$ cat src/clk_ratio_cfg_pkg.sv
// package of constants for the reset-sampled clock ratio configuration block
// assumes nothing beyond a SystemVerilog compiler
package clk_ratio_cfg_pkg;

   // strap vector layout: core code in the upper three bits, memory code below
   localparam int STRAP_W        = 6;
   localparam int CODE_W         = 3;
   localparam int CORE_CODE_LSB  = 3;
   localparam int MEM_CODE_LSB   = 0;

   // core to platform ratio in half steps (ratio times two)
   localparam logic [3:0] CORE_X2_NONE = 4'h0;
   localparam logic [3:0] CORE_X2_1P5  = 4'h3;
   localparam logic [3:0] CORE_X2_2P0  = 4'h4;
   localparam logic [3:0] CORE_X2_2P5  = 4'h5;
   localparam logic [3:0] CORE_X2_3P0  = 4'h6;
   localparam logic [3:0] CORE_X2_3P5  = 4'h7;

   // memory data rate to reference clock multipliers
   localparam logic [3:0] MEM_MULT_NONE = 4'h0;
   localparam logic [3:0] MEM_MULT_3    = 4'h3;
   localparam logic [3:0] MEM_MULT_4    = 4'h4;
   localparam logic [3:0] MEM_MULT_6    = 4'h6;
   localparam logic [3:0] MEM_MULT_8    = 4'h8;
   localparam logic [3:0] MEM_MULT_10   = 4'hA;

   // register port
   localparam int          ADDR_W       = 2;
   localparam int          DATA_W       = 32;
   localparam logic [1:0]  STATUS_ADDR  = 2'h0;
   localparam logic [1:0]  CONTROL_ADDR = 2'h1;
   localparam int          ST_CORE_LSB  = 0;
   localparam int          ST_MEM_LSB   = 3;
   localparam int          ST_ASYNC     = 6;
   localparam int          ST_CORE_OK   = 7;
   localparam int          ST_MEM_OK    = 8;
   localparam int          ST_DONE      = 9;
   localparam int          CT_RUN       = 0;
   localparam logic        CT_RUN_RST   = 1'b1;

   // strap reset values: an open pin reads high, the default setting
   localparam logic [5:0]  STRAP_RST    = 6'h3F;
   localparam logic        MODE_RST     = 1'b1;

endpackage

$ cat src/sync2.sv
// two flip-flop synchroniser for a bus of independent levels
// assumes each bit is a slow level; no relation between bits is kept
`timescale 1ns/1ps
`default_nettype none
module sync2 #(
   parameter int          W   = 1,
   parameter logic [W-1:0] RST = '0
) (
   input  wire logic         clk,
   input  wire logic         rst_n,
   input  wire logic         ce,
   input  wire logic [W-1:0] d,
   output var  logic [W-1:0] q
);
   logic [W-1:0] meta_ff;

   always_ff @(posedge clk or negedge rst_n) begin
      if (!rst_n) begin
         meta_ff <= RST;
         q       <= RST;
      end else if (ce) begin
         meta_ff <= d;
         q       <= meta_ff;
      end
   end
endmodule
`default_nettype wire

$ cat src/clk_ratio_cfg.sv
// reset-sampled clock ratio configuration: strap capture, ratio decode, memory clock mode
// assumes CLOCK is the platform bus clock; straps and hard reset arrive from pins
//
// Function
// RULE1: core to platform ratio taken at power-up from three strap inputs
// RULE2: core codes 011..111 give 3:2,2:1,5:2,3:1,7:2; 000..010 reserved
// RULE3: both memory complexes run synchronous or asynchronous per reset configuration
// RULE4: memory controller clock equals memory data rate, not the reference clock
// RULE5: synchronous mode clocks memory buses at half the platform clock
// RULE6: default data rate is platform clock (sync) or memory PLL output (async)
// RULE7: asynchronous mode ratio sets data rate against the reference clock
// RULE8: memory codes 000..100 give 3,4,6,8,10 to one; others undefined
// RULE9: board supplies memory reference clock only when asynchronous mode selected
// RULE10: both memory controllers always share one clock mode
// RULE11: board must not pull sampled output pins low during power-on reset
// RULE12: board holds test-select input at required level during reset configuration
// RULE13: pins are inputs during hard reset, latched at release, then outputs
// RULE14: high strap level selects the default setting
// RULE15: latched selections stay constant until the next hard reset; the code also reloads them at NRST and relatches at its release
`timescale 1ns/1ps
`default_nettype none
module clk_ratio_cfg
   import clk_ratio_cfg_pkg::*;
(
   input  wire logic              CLOCK,
   input  wire logic              NRST,
   input  wire logic              CE,
   input  wire logic              HARD_RESET_N,
   input  wire logic [STRAP_W-1:0] CFG_PIN_IN,
   output var  logic [STRAP_W-1:0] CFG_PIN_OUT,
   output var  logic [STRAP_W-1:0] CFG_PIN_OE,
   input  wire logic [STRAP_W-1:0] FUNC_OUT,
   input  wire logic              MEM_MODE_CFG,
   output var  logic [3:0]        CORE_RATIO_X2,
   output var  logic              CORE_RATIO_OK,
   output var  logic [3:0]        MEM_PLL_MULT,
   output var  logic              MEM_RATIO_OK,
   output var  logic              MEM_PLL_EN,
   output var  logic [1:0]        MEM_CLK_SEL,
   output var  logic              MEM_REF_CLK_REQ,
   output var  logic              MEM_BUS_CLK_EN,
   output var  logic              CFG_DONE,
   input  wire logic [ADDR_W-1:0] ADDR,
   input  wire logic [DATA_W-1:0] WDATA,
   input  wire logic              WR,
   input  wire logic              RD,
   output var  logic [DATA_W-1:0] RDATA
);

   ////////////////////////////////////////////////////////////////////////////////
   // decode functions

   function automatic logic [3:0] core_x2(input logic [CODE_W-1:0] c);
      case (c)
         3'h3:    core_x2 = CORE_X2_1P5;
         3'h4:    core_x2 = CORE_X2_2P0;
         3'h5:    core_x2 = CORE_X2_2P5;
         3'h6:    core_x2 = CORE_X2_3P0;
         3'h7:    core_x2 = CORE_X2_3P5;
         default: core_x2 = CORE_X2_NONE;
      endcase
   endfunction

   function automatic logic [3:0] mem_mult(input logic [CODE_W-1:0] c);
      case (c)
         3'h0:    mem_mult = MEM_MULT_3;
         3'h1:    mem_mult = MEM_MULT_4;
         3'h2:    mem_mult = MEM_MULT_6;
         3'h3:    mem_mult = MEM_MULT_8;
         3'h4:    mem_mult = MEM_MULT_10;
         default: mem_mult = MEM_MULT_NONE;
      endcase
   endfunction

   ////////////////////////////////////////////////////////////////////////////////
   // reset release and pin synchronisers

   logic       rst_meta_ff;
   logic       rst_n;
   logic       ce;
   logic       hrst_s;
   logic [STRAP_W-1:0] strap_s;
   logic       mode_s;

   assign ce = CE;

   always_ff @(posedge CLOCK or negedge NRST) begin
      if (!NRST) begin
         rst_meta_ff <= 1'b0;
         rst_n       <= 1'b0;
      end else begin
         rst_meta_ff <= 1'b1;
         rst_n       <= rst_meta_ff;
      end
   end

   sync2 #(.W(STRAP_W + 2), .RST({STRAP_RST, MODE_RST, 1'b0})) u_sync (
      .clk   (CLOCK),
      .rst_n (rst_n),
      .ce    (ce),
      .d     ({CFG_PIN_IN, MEM_MODE_CFG, HARD_RESET_N}),
      .q     ({strap_s, mode_s, hrst_s})
   );

   ////////////////////////////////////////////////////////////////////////////////
   // capture at hard reset release

   logic              hrst_d_ff;
   logic              latch_pulse;
   logic [CODE_W-1:0] core_code_ff;
   logic [CODE_W-1:0] mem_code_ff;
   logic              mem_async_ff;
   logic              done_ff;
   logic              oe_ff;
   logic [STRAP_W-1:0] pin_out_ff;

   assign latch_pulse = hrst_s && !hrst_d_ff;

   always_ff @(posedge CLOCK or negedge rst_n) begin
      if (!rst_n) begin
         hrst_d_ff    <= 1'b0;
         core_code_ff <= STRAP_RST[CORE_CODE_LSB +: CODE_W];
         mem_code_ff  <= STRAP_RST[MEM_CODE_LSB +: CODE_W];
         mem_async_ff <= !MODE_RST;
         done_ff      <= 1'b0;
         oe_ff        <= 1'b0;
         pin_out_ff   <= '0;
      end else if (ce) begin
         hrst_d_ff  <= hrst_s;
         pin_out_ff <= FUNC_OUT;
         oe_ff      <= hrst_s && hrst_d_ff;                          // RULE13
         if (!hrst_s) begin
            done_ff <= 1'b0;
         end else if (latch_pulse) begin                              // RULE15
            core_code_ff <= strap_s[CORE_CODE_LSB +: CODE_W];        // RULE1
            mem_code_ff  <= strap_s[MEM_CODE_LSB +: CODE_W];         // RULE8
            mem_async_ff <= !mode_s;                                  // RULE14
            done_ff      <= 1'b1;
         end
      end
   end

   assign CFG_PIN_OUT = pin_out_ff;
   assign CFG_PIN_OE  = {STRAP_W{oe_ff}};                            // RULE13

   ////////////////////////////////////////////////////////////////////////////////
   // decoded selections

   logic [3:0] core_x2_w;
   logic [3:0] mem_mult_w;
   logic       run_ff;
   logic       half_ff;
   logic       sync_run;

   assign core_x2_w       = core_x2(core_code_ff);                   // RULE2
   assign mem_mult_w      = mem_mult(mem_code_ff);                   // RULE8
   assign CORE_RATIO_X2   = core_x2_w;
   assign CORE_RATIO_OK   = done_ff && (core_x2_w != CORE_X2_NONE);
   assign MEM_RATIO_OK    = done_ff && (mem_mult_w != MEM_MULT_NONE);
   assign MEM_PLL_MULT    = mem_async_ff ? mem_mult_w : MEM_MULT_NONE; // RULE7
   assign MEM_PLL_EN      = done_ff && mem_async_ff;                  // RULE6
   assign MEM_CLK_SEL     = {2{mem_async_ff}};                        // RULE4 RULE10
   assign MEM_REF_CLK_REQ = mem_async_ff;                             // RULE9
   assign CFG_DONE        = done_ff;
   assign sync_run        = done_ff && run_ff && !mem_async_ff;       // RULE3
   assign MEM_BUS_CLK_EN  = half_ff;

   // memory bus clock enable toggles each platform cycle in synchronous mode while run is set: half rate
   always_ff @(posedge CLOCK or negedge rst_n) begin
      if (!rst_n) begin
         half_ff <= 1'b0;
      end else if (ce) begin
         half_ff <= sync_run && !half_ff;                             // RULE5
      end
   end

   ////////////////////////////////////////////////////////////////////////////////
   // register port

   logic              wr_ctl;
   logic              rd_status;
   logic              rd_control;
   logic [DATA_W-1:0] status_w;
   logic [DATA_W-1:0] nxt_rdata;
   logic [DATA_W-1:0] rdata_ff;

   assign wr_ctl     = WR && (ADDR == CONTROL_ADDR);
   assign rd_status  = RD && (ADDR == STATUS_ADDR);
   assign rd_control = RD && (ADDR == CONTROL_ADDR);

   always_comb begin
      status_w                                = '0;
      status_w[ST_CORE_LSB +: CODE_W]         = core_code_ff;
      status_w[ST_MEM_LSB +: CODE_W]          = mem_code_ff;
      status_w[ST_ASYNC]                      = mem_async_ff;
      status_w[ST_CORE_OK]                    = CORE_RATIO_OK;
      status_w[ST_MEM_OK]                     = MEM_RATIO_OK;
      status_w[ST_DONE]                       = done_ff;
   end

   assign nxt_rdata = rd_status  ? status_w :
                      rd_control ? {{(DATA_W-1){1'b0}}, run_ff} : '0;

   always_ff @(posedge CLOCK or negedge rst_n) begin
      if (!rst_n) begin
         run_ff   <= CT_RUN_RST;
         rdata_ff <= '0;
      end else if (ce) begin
         if (wr_ctl) begin
            run_ff <= WDATA[CT_RUN];
         end
         rdata_ff <= nxt_rdata;
      end
   end

   assign RDATA = rdata_ff;

   ////////////////////////////////////////////////////////////////////////////////
   // assertions

   pins_input_a: assert property (@(posedge CLOCK) disable iff (!rst_n) // RULE13
      (ce && !hrst_s) |=> !oe_ff)
      else $error("config pins driven during hard reset");

   core_take_a: assert property (@(posedge CLOCK) disable iff (!rst_n) // RULE1
      (ce && latch_pulse) |=> core_code_ff == $past(strap_s[CORE_CODE_LSB +: CODE_W]))
      else $error("core code not captured at release");

   core_dec_a: assert property (@(posedge CLOCK) disable iff (!rst_n) // RULE2
      (done_ff && core_code_ff == 3'h5) |-> (CORE_RATIO_X2 == 4'h5 && CORE_RATIO_OK))
      else $error("core ratio 5:2 decode wrong");

   core_rsv_a: assert property (@(posedge CLOCK) disable iff (!rst_n) // RULE2
      (core_code_ff < 3'h3) |-> !CORE_RATIO_OK)
      else $error("reserved core code accepted");

   mem_dec_a: assert property (@(posedge CLOCK) disable iff (!rst_n) // RULE8
      (done_ff && mem_async_ff && mem_code_ff == 3'h2) |-> MEM_PLL_MULT == 4'h6)
      else $error("memory ratio 6:1 decode wrong");

   mem_undef_a: assert property (@(posedge CLOCK) disable iff (!rst_n) // RULE8
      (mem_code_ff > 3'h4) |-> !MEM_RATIO_OK)
      else $error("undefined memory code accepted");

   hold_sel_a: assert property (@(posedge CLOCK) disable iff (!rst_n) // RULE15
      (done_ff && hrst_s) |=> ($stable(core_code_ff) && $stable(mem_code_ff)
                               && $stable(mem_async_ff)))
      else $error("latched selection changed without hard reset");

   half_rate_a: assert property (@(posedge CLOCK) disable iff (!rst_n) // RULE5
      (ce && MEM_BUS_CLK_EN) |=> !MEM_BUS_CLK_EN)
      else $error("memory bus enable faster than half rate");

   half_on_a: assert property (@(posedge CLOCK) disable iff (!rst_n) // RULE5
      (ce && sync_run && !MEM_BUS_CLK_EN) |=> MEM_BUS_CLK_EN)
      else $error("memory bus enable missing in synchronous mode");

   async_off_a: assert property (@(posedge CLOCK) disable iff (!rst_n) // RULE6
      mem_async_ff |-> (!MEM_BUS_CLK_EN && MEM_CLK_SEL == 2'h3))
      else $error("asynchronous mode still on platform clock");

   same_mode_a: assert property (@(posedge CLOCK) disable iff (!rst_n) // RULE10
      MEM_CLK_SEL[0] == MEM_CLK_SEL[1])
      else $error("memory controllers in different clock modes");

   default_sel_a: assert property (@(posedge CLOCK) disable iff (!rst_n) // RULE14
      (ce && latch_pulse && strap_s == STRAP_RST && mode_s)
      |=> (CORE_RATIO_X2 == 4'h7 && !mem_async_ff))
      else $error("all-high straps not default");

endmodule
`default_nettype wire

$ cat config.mk
export PLATFORM = sky130hd
export DESIGN_NAME = clk_ratio_cfg
export DESIGN_NICKNAME = d
export VERILOG_FILES = /design/src/clk_ratio_cfg_pkg.sv /design/src/sync2.sv /design/src/clk_ratio_cfg.sv
export SDC_FILE = /design/constraint.sdc
export NUM_CORES = 1
export LEC_CHECK = 0
export BUFFER_PORTS_ARGS = -buffer_cell sky130_fd_sc_hd__buf_2
export CORE_AREA = 2 2 81 83
export DETAILED_ROUTE_END_ITERATION = 8
export DIE_AREA = 0 0 83 85
export GPL_TIMING_DRIVEN = 0
export PLACE_DENSITY = 0.68
export SYNTH_ARGS = -nofsm -noshare
export SYNTH_HDL_FRONTEND = slang
export SYNTH_SLANG_ARGS = --single-unit
export TNS_END_PERCENT = 20
$ cat constraint.sdc
create_clock -name CLOCK -period 2.4 [get_ports CLOCK]
set_input_delay 0.12 -clock CLOCK [delete_from_list [all_inputs] [get_ports CLOCK]]
set_output_delay 0.12 -clock CLOCK [all_outputs]
set_load 0.05 [all_outputs]
; After elaboration in Yosys (flattened, before gate mapping)
; Index checks and enable logic that the tools add are counted.
[word_totals]
regBits = 68
input_bits = 53
out_inout_bits = 60
elab_cells = 54
[classes]
n_eq_ne = 11
n_mux = 7
reduce_logical = 22
[op_table]
columns = cell, count
row1 = case mux 4 bit (5 select lines), 1
row2 = equality test 3 bit (second input constant), 5
row3 = case mux 3 bit (5 select lines), 1
row4 = logical AND 1 bit, 11
row5 = two-way mux 10 bit, 1
row6 = equality test 3 x 2 -> 1 bit (second input constant), 3
row7 = nonzero test 4 bit, 2
row8 = zero test 1 bit, 4
row9 = two-way mux 4 bit, 1
row10 = AND reduction 2 bit, 2
row11 = equality test 3 x 1 -> 1 bit (second input constant), 1
row12 = zero test 3 bit, 1
row13 = two-way mux 1 bit, 3
row14 = AND reduction 3 bit, 1
row15 = equality test 2 x 1 -> 1 bit (second input constant), 1
row16 = zero test 2 bit, 1
row17 = inequality test 2 bit (second input constant), 1

; Longest topological paths before layout
; Gate-level depths: netlist of the first run.
[depth]
depth_word = 5
ltp_mapped = 4
depth_no_buf = 2

; Hierarchy
; Synthesis of the first run repeated with hierarchy kept, for this count alone.
[unflattened]
hier_cells = 158
hier_area_um2 = 2175.8
[modules_own_cells]
columns = module, n_inst, cells_each, area_per_inst_um2, seq_area_each_um2
row1 = clk_ratio_cfg, 1, 124, 1508.9, 759.5
row2 = sync2, 1, 34, 666.9, 417.9

; Worst setup path before layout of the first run
; OpenSTA, ideal clock, no wires.
[synth_timing]
path_type = reg2out
from = register mem_async_ff (netlist: MEM_REF_CLK_REQ)
to = output MEM_PLL_MULT[1]
arrival_ns = 2.012
required_time_ns = 2.280
path_slack_ns = 0.268
stages_incl_launch_ff = 3
path_buffers = 0
cell_sequence = dfrtp_1 -> inv_1 -> a211oi_1
[synth_between]
elab_chain_cells = 1
[synth_rtl]
columns = item, line_no
row1 = start: declaration, clk_ratio_cfg.sv:112  ; logic mem_async_ff;
row2 = start signal: assignment, clk_ratio_cfg.sv:124  ; mem_async_ff <= !MODE_RST;
row3 = start signal: assignment, clk_ratio_cfg.sv:137  ; mem_async_ff <= !mode_s;
row4 = two-way mux 4 bit, clk_ratio_cfg.sv:160  ; assign MEM_PLL_MULT = mem_async_ff ? mem_mult_w : MEM_MULT_NONE;
row5 = end: declaration, clk_ratio_cfg.sv:36  ; output var logic [3:0] MEM_PLL_MULT,
; Every way passes these cells.

; Worst setup path after layout of the first run
[layout_timing]
from = register mem_code_ff[0]
to = output MEM_RATIO_OK
[layout_between]
elab_chain_cells = 4
elab_cells_between_ends = 8
classes_between = eq/ne (4) / mux (1) / reduce/logical (3)
[layout_rtl]
columns = item, line_no
row1 = start: declaration, clk_ratio_cfg.sv:111  ; logic [CODE_W-1:0] mem_code_ff;
row2 = start signal: assignment, clk_ratio_cfg.sv:123  ; mem_code_ff <= STRAP_RST[MEM_CODE_LSB +: CODE_W];
row3 = start signal: assignment, clk_ratio_cfg.sv:136  ; mem_code_ff <= strap_s[MEM_CODE_LSB +: CODE_W];
row4 = equality test 3 bit (tied with other cells), clk_ratio_cfg.sv:65  ; case (c)
row5 = case mux 4 bit (5 select lines) (*), clk_ratio_cfg.sv:65
row6 = nonzero test 4 bit (*), clk_ratio_cfg.sv:159  ; assign MEM_RATIO_OK = done_ff && (mem_mult_w != MEM_MULT_NONE);
row7 = logical AND 1 bit (*), clk_ratio_cfg.sv:159
row8 = end: declaration, clk_ratio_cfg.sv:37  ; output var logic MEM_RATIO_OK,
; Mark *: on every way between the ends. The rest lies on a longest branch, timed or not.

==> results of run 1 <==
-- logic make-up after synthesis --
| group | after synthesis | synth area share [%] |
|---|---|---|
| buffers and inverters | 43 | 14.2 |
| other | 2 | 0.355 |
| flip-flops | 46 | 55.6 |
| AO/OA/AOI/OAI | 19 | 7.04 |
| AND/OR/NAND/NOR | 16 | 5.44 |
| multiplexers | 32 | 16.9 |
| XOR/XNOR | 1 | 0.414 |
-- state kept, by name, indices dropped and copies added, names as in the netlist, 3 cells and up --
signal / flops
u_sync.meta_ff: 8
mem_code_ff: 3
CFG_PIN_OUT: 6
u_sync.q: 8
RDATA: 10
core_code_ff: 3
-- cell type report --
cell class	count	area [µm²]
plain buffers	39	285
clock buffers	6	93.8
clock inverters	2	38.8
fillers	604	3460
inverters	4	15.0
multi-input cells	92	721
flip-flops and latches	46	1180
well taps	77	96.3
repair buffers	59	315
-- timing repair --
| item | 4_1_cts | 5_1_grt |
|---|---|---|
| gates resized for setup | 0 | 0 |
| setup endpoints to repair | 0 | 0 |
| endpoints found under the hold margin | 2 | 0 |
| hold buffers | 1 | 0 |
-- worst max path at each step --
stage                    startpoint               to  cells past startpoint
floorplan           MEM_REF_CLK_REQ  MEM_PLL_MULT[1]                      2
global placement              rst_n         RDATA[1]                      0
detailed placement   mem_code_ff[0]     MEM_RATIO_OK                      4
CTS                  mem_code_ff[0]     MEM_RATIO_OK                      4
global route         mem_code_ff[0]     MEM_RATIO_OK                      4
finish               mem_code_ff[0]     MEM_RATIO_OK                      4
-- power breakdown --
part / internal (mW) / switching, mW / total, mW
Sequential: 0.958 / 0.120 / 1.08
Combinational: 0.339 / 0.770 / 1.11
Clock: 0.375 / 0.261 / 0.636
Total: 1.67 / 1.15 / 2.82
-- worst max-delay path, delay by kind of cell, from the launching register on --
| kind | cells | cell delay, ns |
|---|---|---|
| and+or+nand+nor | 1 | 0.19 |
| buffers and inverters | 2 | 0.50 |
| DFF | 1 | 0.52 |
| AOI/OAI and AO/OA | 1 | 0.16 |
-- per-stage QoR --
| step | worst slack, ns | cell area [µm²] | total power, mW | util, % | hold WS [ns] |
|---|---|---|---|---|---|
| floorplan | 0.268 | 2200 | 1.97 | - | -0.176 |
| global placement | 0.579 | 2580 | 2.19 | 41.6 | -0.0939 |
| detailed placement | 0.945 | 2600 | 2.21 | 41.9 | -0.0879 |
| CTS | 0.602 | 2740 | 2.86 | 44.2 | 0.0368 |
| global route | 0.515 | 2740 | 2.97 | 44.2 | 0.0402 |
| finish | 0.614 | 2740 | 2.82 | 44.2 | 0.0508 |
-- routing by layer --
layer  part of all wire (%)  up-vias
met2                     50       48
li1                       -      673
met4                   0.70        0
met5                      0        -
met3                    6.6        4
met1                     43      643
-- cell usage in the layout (no fill, tap or decap), types with 2 or more instances in the layout --
master | synthesis | layout
dfrtp_1 | 25 | 24
inv_1 | 3 | 3
mux2_2 | 30 | 30
a32o_1 | 2 | 2
clkbuf_8 | 0 | 5
buf_2 | 3 | 60
mux2i_1 | 2 | 2
and2_1 | 3 | 3
nand3b_1 | 2 | 2
o21ai_0 | 3 | 3
a22o_1 | 7 | 7
dfstp_2 | 21 | 21
buf_4 | 32 | 32
conb_1 | 2 | 24
o21a_1 | 2 | 2
buf_6 | 2 | 2
clkbuf_1 | 2 | 2
==> results.rst, run 1 <==
.. list-table::
   :header-rows: 1

   * - Metric
     - Value
   * - Run status
     - finished, final reports clean
   * - Slowest stage cell, crit path
     - dfstp_2
   * - Largest net degree at the start of global routing
     - 40
   * - R2R Setup Slk
     - 1.07 ns
   * - Overall via count from detail_route
     - 1368
   * - Minimum clock period after layout
     - 1.79 ns
   * - Die width
     - 83 µm
   * - Top FF cell, synth
     - dfrtp_1
   * - Most frequently used cell type in the post-synthesis netlist
     - buf_4
   * - Number of warnings issued by yosys
     - 0
   * - Combined area of all synthesized cells
     - 2120 µm²
   * - Proportion of netlist area held by the largest area contributor
     - 29.6%
   * - Final instance count without filler cells
     - 325
   * - Number of antenna violations at the first check in global routing
     - 0
   * - All-layer global routing usage
     - 11.5%
   * - Asr flop ratio synth
     - 100%
   * - Crit. End Element
     - output pin
   * - Clock sink count
     - 46
   * - TritonCTS clock tree
     - done
   * - Met1 layer usage reported by global route
     - 13.7%
   * - Post-CTS setup-driven buffer insertion count
     - 0
   * - Unrepaired setup endpoints after global routing
     - no
   * - WS Path Type
     - flop to output pin
   * - Number of port buffers
     - 57
   * - Number of global-route vias before repair
     - 1328
   * - Worst r2r dst
     - RDATA[8]
   * - Initial core utilization
     - 34.1%
   * - CTS H-tree depth
     - 2
   * - Row cnt
     - 29
   * - Clock root buffer
     - clkbuf_8
   * - Synthesized instance count
     - 159
   * - Critical path's largest stage delay
     - 0.52 ns
   * - Avg Synthesized Cell Area
     - 13.3 µm²
   * - DRT antenna net count
     - 0
   * - Busiest metal layer after global routing
     - met2
   * - PD cells
     - 1030 nW/µm²
   * - CORE AREA
     - 6200 µm²
   * - WHS Endpoint
     - CFG_PIN_OUT[5]
   * - Worst Hold Launch
     - FUNC_OUT[5]
   * - Number of distinct library cells after synthesis
     - 34
   * - Static power due to leakage
     - 1.39 nW
   * - Final wirelength
     - 3.86 mm
   * - WP data required
     - 2.28 ns
   * - Reported max-cap violation count
     - 0
   * - Clk Latency, worst-skew pair
     - 0.29 ns
   * - Area added between synthesis and finish
     - 29.7%
   * - Die span in y
     - 85 µm
   * - Setup Viol. Count Final
     - 0
   * - Last weighted congestion value of the routability-driven placer
     - 0.728
   * - Post-synth EDFFs
     - 0
   * - Worst r2r src
     - mem_code_ff[0]
   * - Commonest cells in the synthesized netlist
     - buf_4 (32), mux2_2 (30), dfrtp_1 (25), dfstp_2 (21), a22o_1 (7)
   * - VDD IR-drop max
     - 0.730 mV
   * - Number of nets at the end of the flow
     - 300
   * - Met3 Track Usage GR
     - 3.79%
   * - Synth area leader
     - dfrtp_1
   * - Detailed Route Iter0 Violations
     - 49
   * - Count of cells along the worst hold path
     - 2
   * - Slew Viols, Final
     - 0
   * - Data arrival time of the worst path
     - 1.67 ns
   * - Number of buffers on the longest clock path
     - 2
   * - Hold Path Class
     - primary input to flop
   * - Setup TNS
     - 0 ns
   * - CTS buffer count
     - 5
   * - First-pass GRT wire length
     - 6.49 mm
   * - Met2 demand-to-capacity share in global routing
     - 19.9%
   * - Share of synthesized area occupied by flip-flops and latches
     - 55.6%
   * - CP cell instances
     - clkbuf_1 > o21ai_0 > and2_1 > buf_2
   * - Number of detailed-route iterations in the first pass
     - 3
   * - Cells on worst reg2reg path
     - 3
   * - Maximum clock skew at final layout
     - 0.00313 ns
   * - Cells after DPL
     - 316
   * - Category of the worst setup path launch point
     - flop
   * - Mean routed wirelength per cell
     - 11.9 µm
   * - Period utilization
     - 74.4%
   * - Final global-route overflow total
     - 0
   * - Maximum fanout count along the critical path
     - 8
   * - Clock input transition at the sequential cells of the worst setup and hold paths
     - 0.09 ns
   * - Total of flip-flops plus latches after synthesis
     - 46
   * - Largest cells by area after synthesis
     - dfrtp_1 (30%), dfstp_2 (26%), mux2_2 (16%)
   * - Antenna diode count
     - 0
   * - Drt drc
     - 0
   * - Achievable clock frequency
     - 560 MHz
   * - Fraction of layout cells with a size suffix above 1
     - 62.9%
   * - Detailed placer's ending HPWL
     - 2.94 mm
   * - Total die area
     - 7060 µm²
   * - Final Hold Fails
     - 0
   * - Via density per instance
     - 4.21
   * - Top-Level Pins
     - 113
No activity file was read; power rests on OpenSTA's default activity.
==> inputs of run 2 (changes only) <==
==> constraint.sdc (replaced) <==
create_clock -name CLOCK -period 1.77 [get_ports CLOCK]
set_input_delay 0.0885 -clock CLOCK [delete_from_list [all_inputs] [get_ports CLOCK]]
set_output_delay 0.0885 -clock CLOCK [all_outputs]
set_load 0.05 [all_outputs]
==> run 2 against run 1 <==
Compared with the run above:
- power increased by 35%
- critical endpoint is now MEM_PLL_MULT[3]
- clock skew increased by 0.0026 ns
- sequential power increased by 38%
- global-route usage decreased by 0.17 points
- flip-flop and latch count unchanged
- final cell count decreased by 0.31%
- worst hold slack got worse by 0.029 ns
- highest routed layer unchanged
- combinational power increased by 33%
- count of clock-buffer cells in the layout increased by 2
- non-clock buffer count decreased by 1
- register-to-register slack got worse by 0.53 ns
- cell area increased by 0.41%
==> results.rst, run 2 (synthesized netlist as in run 1, its figures left out) <==
.. list-table::
   :header-rows: 1

   * - Metric
     - Value
   * - Run status
     - finished, final reports clean
   * - Die span in y
     - 85 µm
   * - Final Hold Fails
     - 0
   * - Initial core utilization
     - 34.1%
   * - Final wirelength
     - 3.79 mm
   * - PD cells
     - 1380 nW/µm²
   * - Number of flip-flops in the largest register
     - 10
   * - Clk Latency, worst-skew pair
     - 0.30 ns
   * - Hold Path Class
     - primary input to flop
   * - Number of port buffers
     - 57
   * - Final instance count without filler cells
     - 324
   * - Unrepaired setup endpoints after global routing
     - no
   * - Path length in cells of the critical path
     - 3
   * - Via density per instance
     - 4.14
   * - Clock input transition at the sequential cells of the worst setup and hold paths
     - 0.08 ns
   * - WP data required
     - 1.68 ns
   * - CP cell instances
     - or3b_1 > a21oi_1 > clkbuf_4
   * - Overall via count from detail_route
     - 1342
   * - Final global-route overflow total
     - 0
   * - Row cnt
     - 29
   * - Antenna diode count
     - 0
   * - CORE AREA
     - 6200 µm²
   * - Cells on worst reg2reg path
     - 3
   * - Category of the worst setup path launch point
     - flop
   * - Period utilization
     - 95.8%
   * - Placed inst area
     - 2610 µm²
   * - Count of cells along the worst hold path
     - 2
   * - Die width
     - 83 µm
   * - Drt drc
     - 0
   * - Clock sink count
     - 46
   * - Number of buffers on the longest clock path
     - 2
   * - Largest net degree at the start of global routing
     - 27
   * - Fraction of layout cells with a size suffix above 1
     - 63.6%
   * - Number of antenna violations at the first check in global routing
     - 0
   * - TritonCTS clock tree
     - done
   * - Commonest non-fill, non-tap cell in the layout
     - buf_2
   * - Maximum clock skew at final layout
     - 0.00577 ns
   * - CTS buffer count
     - 5
   * - Total die area
     - 7060 µm²
   * - Reported max-cap violation count
     - 0
   * - Achievable clock frequency
     - 590 MHz
   * - Crit. End Element
     - output pin
   * - Post-CTS setup-driven buffer insertion count
     - 0
   * - All-layer global routing usage
     - 11.4%
   * - Mean routed wirelength per cell
     - 11.7 µm
   * - Maximum fanout count along the critical path
     - 7
   * - Top-Level Pins
     - 113
   * - Final standard cell area without fillers
     - 2760 µm²
   * - Share of the core filled with cells
     - 44.4%
   * - Minimum clock period after layout
     - 1.70 ns
   * - Setup Viol. Count Final
     - 0
   * - WS Path Type
     - flop to output pin
   * - CTS H-tree depth
     - 2
   * - Setup TNS
     - 0 ns
   * - Number of detailed-route iterations in the first pass
     - 4
   * - Last weighted congestion value of the routability-driven placer
     - 0.731
   * - Fill cell instance count of the final layout
     - 607
   * - DRT antenna net count
     - 0
   * - Kind of cell adding the most delay to the critical path
     - flip-flops
   * - VDD IR-drop max
     - 0.785 mV
   * - Static power due to leakage
     - 1.40 nW
   * - Clock root buffer
     - clkbuf_8
   * - Cells after DPL
     - 316
   * - PnR Total Power
     - 3.80 mW
   * - First-pass GRT wire length
     - 6.35 mm
   * - Slowest stage cell, crit path
     - dfstp_2
   * - Critical path's largest stage delay
     - 0.59 ns
   * - Buffer and inverter count on the worst path
     - 1
   * - Commonest cells after routing, fill and taps aside
     - buf_2 (59), buf_4 (32), mux2_2 (30)
   * - Number of global-route vias before repair
     - 1306
   * - Area added between synthesis and finish
     - 30.2%
   * - Data arrival time of the worst path
     - 1.61 ns
   * - Number of nets at the end of the flow
     - 299
   * - Detailed placer's ending HPWL
     - 2.92 mm
   * - Detailed Route Iter0 Violations
     - 57
   * - Slew Viols, Final
     - 0
==> run 2: worst reg2reg max path, cell delays in order, from the launching register on <==
cell and delay [ns]:
dfstp_2 0.52, buf_2 0.17, o21ai_0 0.16, a32o_1 0.28
==> run 2: report_power, final <==
part           internal [mW]  switching (mW)  total (mW)
Combinational          0.466            1.02        1.48
Clock                  0.488           0.339       0.828
Sequential              1.30           0.192        1.49
Total                   2.25            1.55        3.80
==> run 2: repair_timing <==
| action | 4_1_cts | 5_1_grt |
|---|---|---|
| pin swaps | 0 | 0 |
| resized for setup | 0 | 1 |
| endpoints found under the hold margin | 2 | 0 |
| hold buffers | 1 | 0 |
| endpoints found under the setup margin | 1 | 1 |
==> run 2: final timing paths <==
path | startpoint | endpoint | slack [ns]
min in group asynchronous | NRST | rst_meta_ff | 0.10
max reg2reg | mem_code_ff[1] | RDATA[8] | 0.54
max in group asynchronous | rst_n | u_sync.q[1] | 1.00
min reg2reg | rst_n | CFG_PIN_OUT[4] | 0.22
min | HARD_RESET_N | u_sync.meta_ff[0] | 0.02
max | mem_code_ff[2] | MEM_PLL_MULT[3] | 0.07
==> run 2: routing by layer <==
| layer | part of all wire (%) | up-vias | GRT usage [%] |
|---|---|---|---|
| met3 | 6.5 | 6 | 3.50 |
| met1 | 44 | 618 | 14.4 |
| met5 | 0 | - | 0 |
| li1 | - | 670 | - |
| met4 | 1.6 | 0 | 4.02 |
| met2 | 47 | 48 | 18.5 |
==> run 2: area by class of cell <==
| cell class | count | area, µm² | area share [%] |
|---|---|---|---|
| clock buffers | 8 | 133 | 4.81 |
| inverters | 4 | 15.0 | 0.545 |
| flip-flops and latches | 46 | 1180 | 42.8 |
| well taps | 77 | 96.3 | 3.50 |
| multi-input cells | 92 | 726 | 26.3 |
| repair buffers | 59 | 325 | 11.8 |
| plain buffers | 38 | 282 | 10.2 |
==> run 2: stage by stage <==
stage / worst slack [ns] / hold WS, ns
global placement: -0.0582 / -0.124
global route: 0.000708 / 0.00998
detailed placement: 0.288 / -0.122
finish: 0.0740 / 0.0219
CTS: 0.0321 / 0.0115
floorplan: -0.210 / -0.207
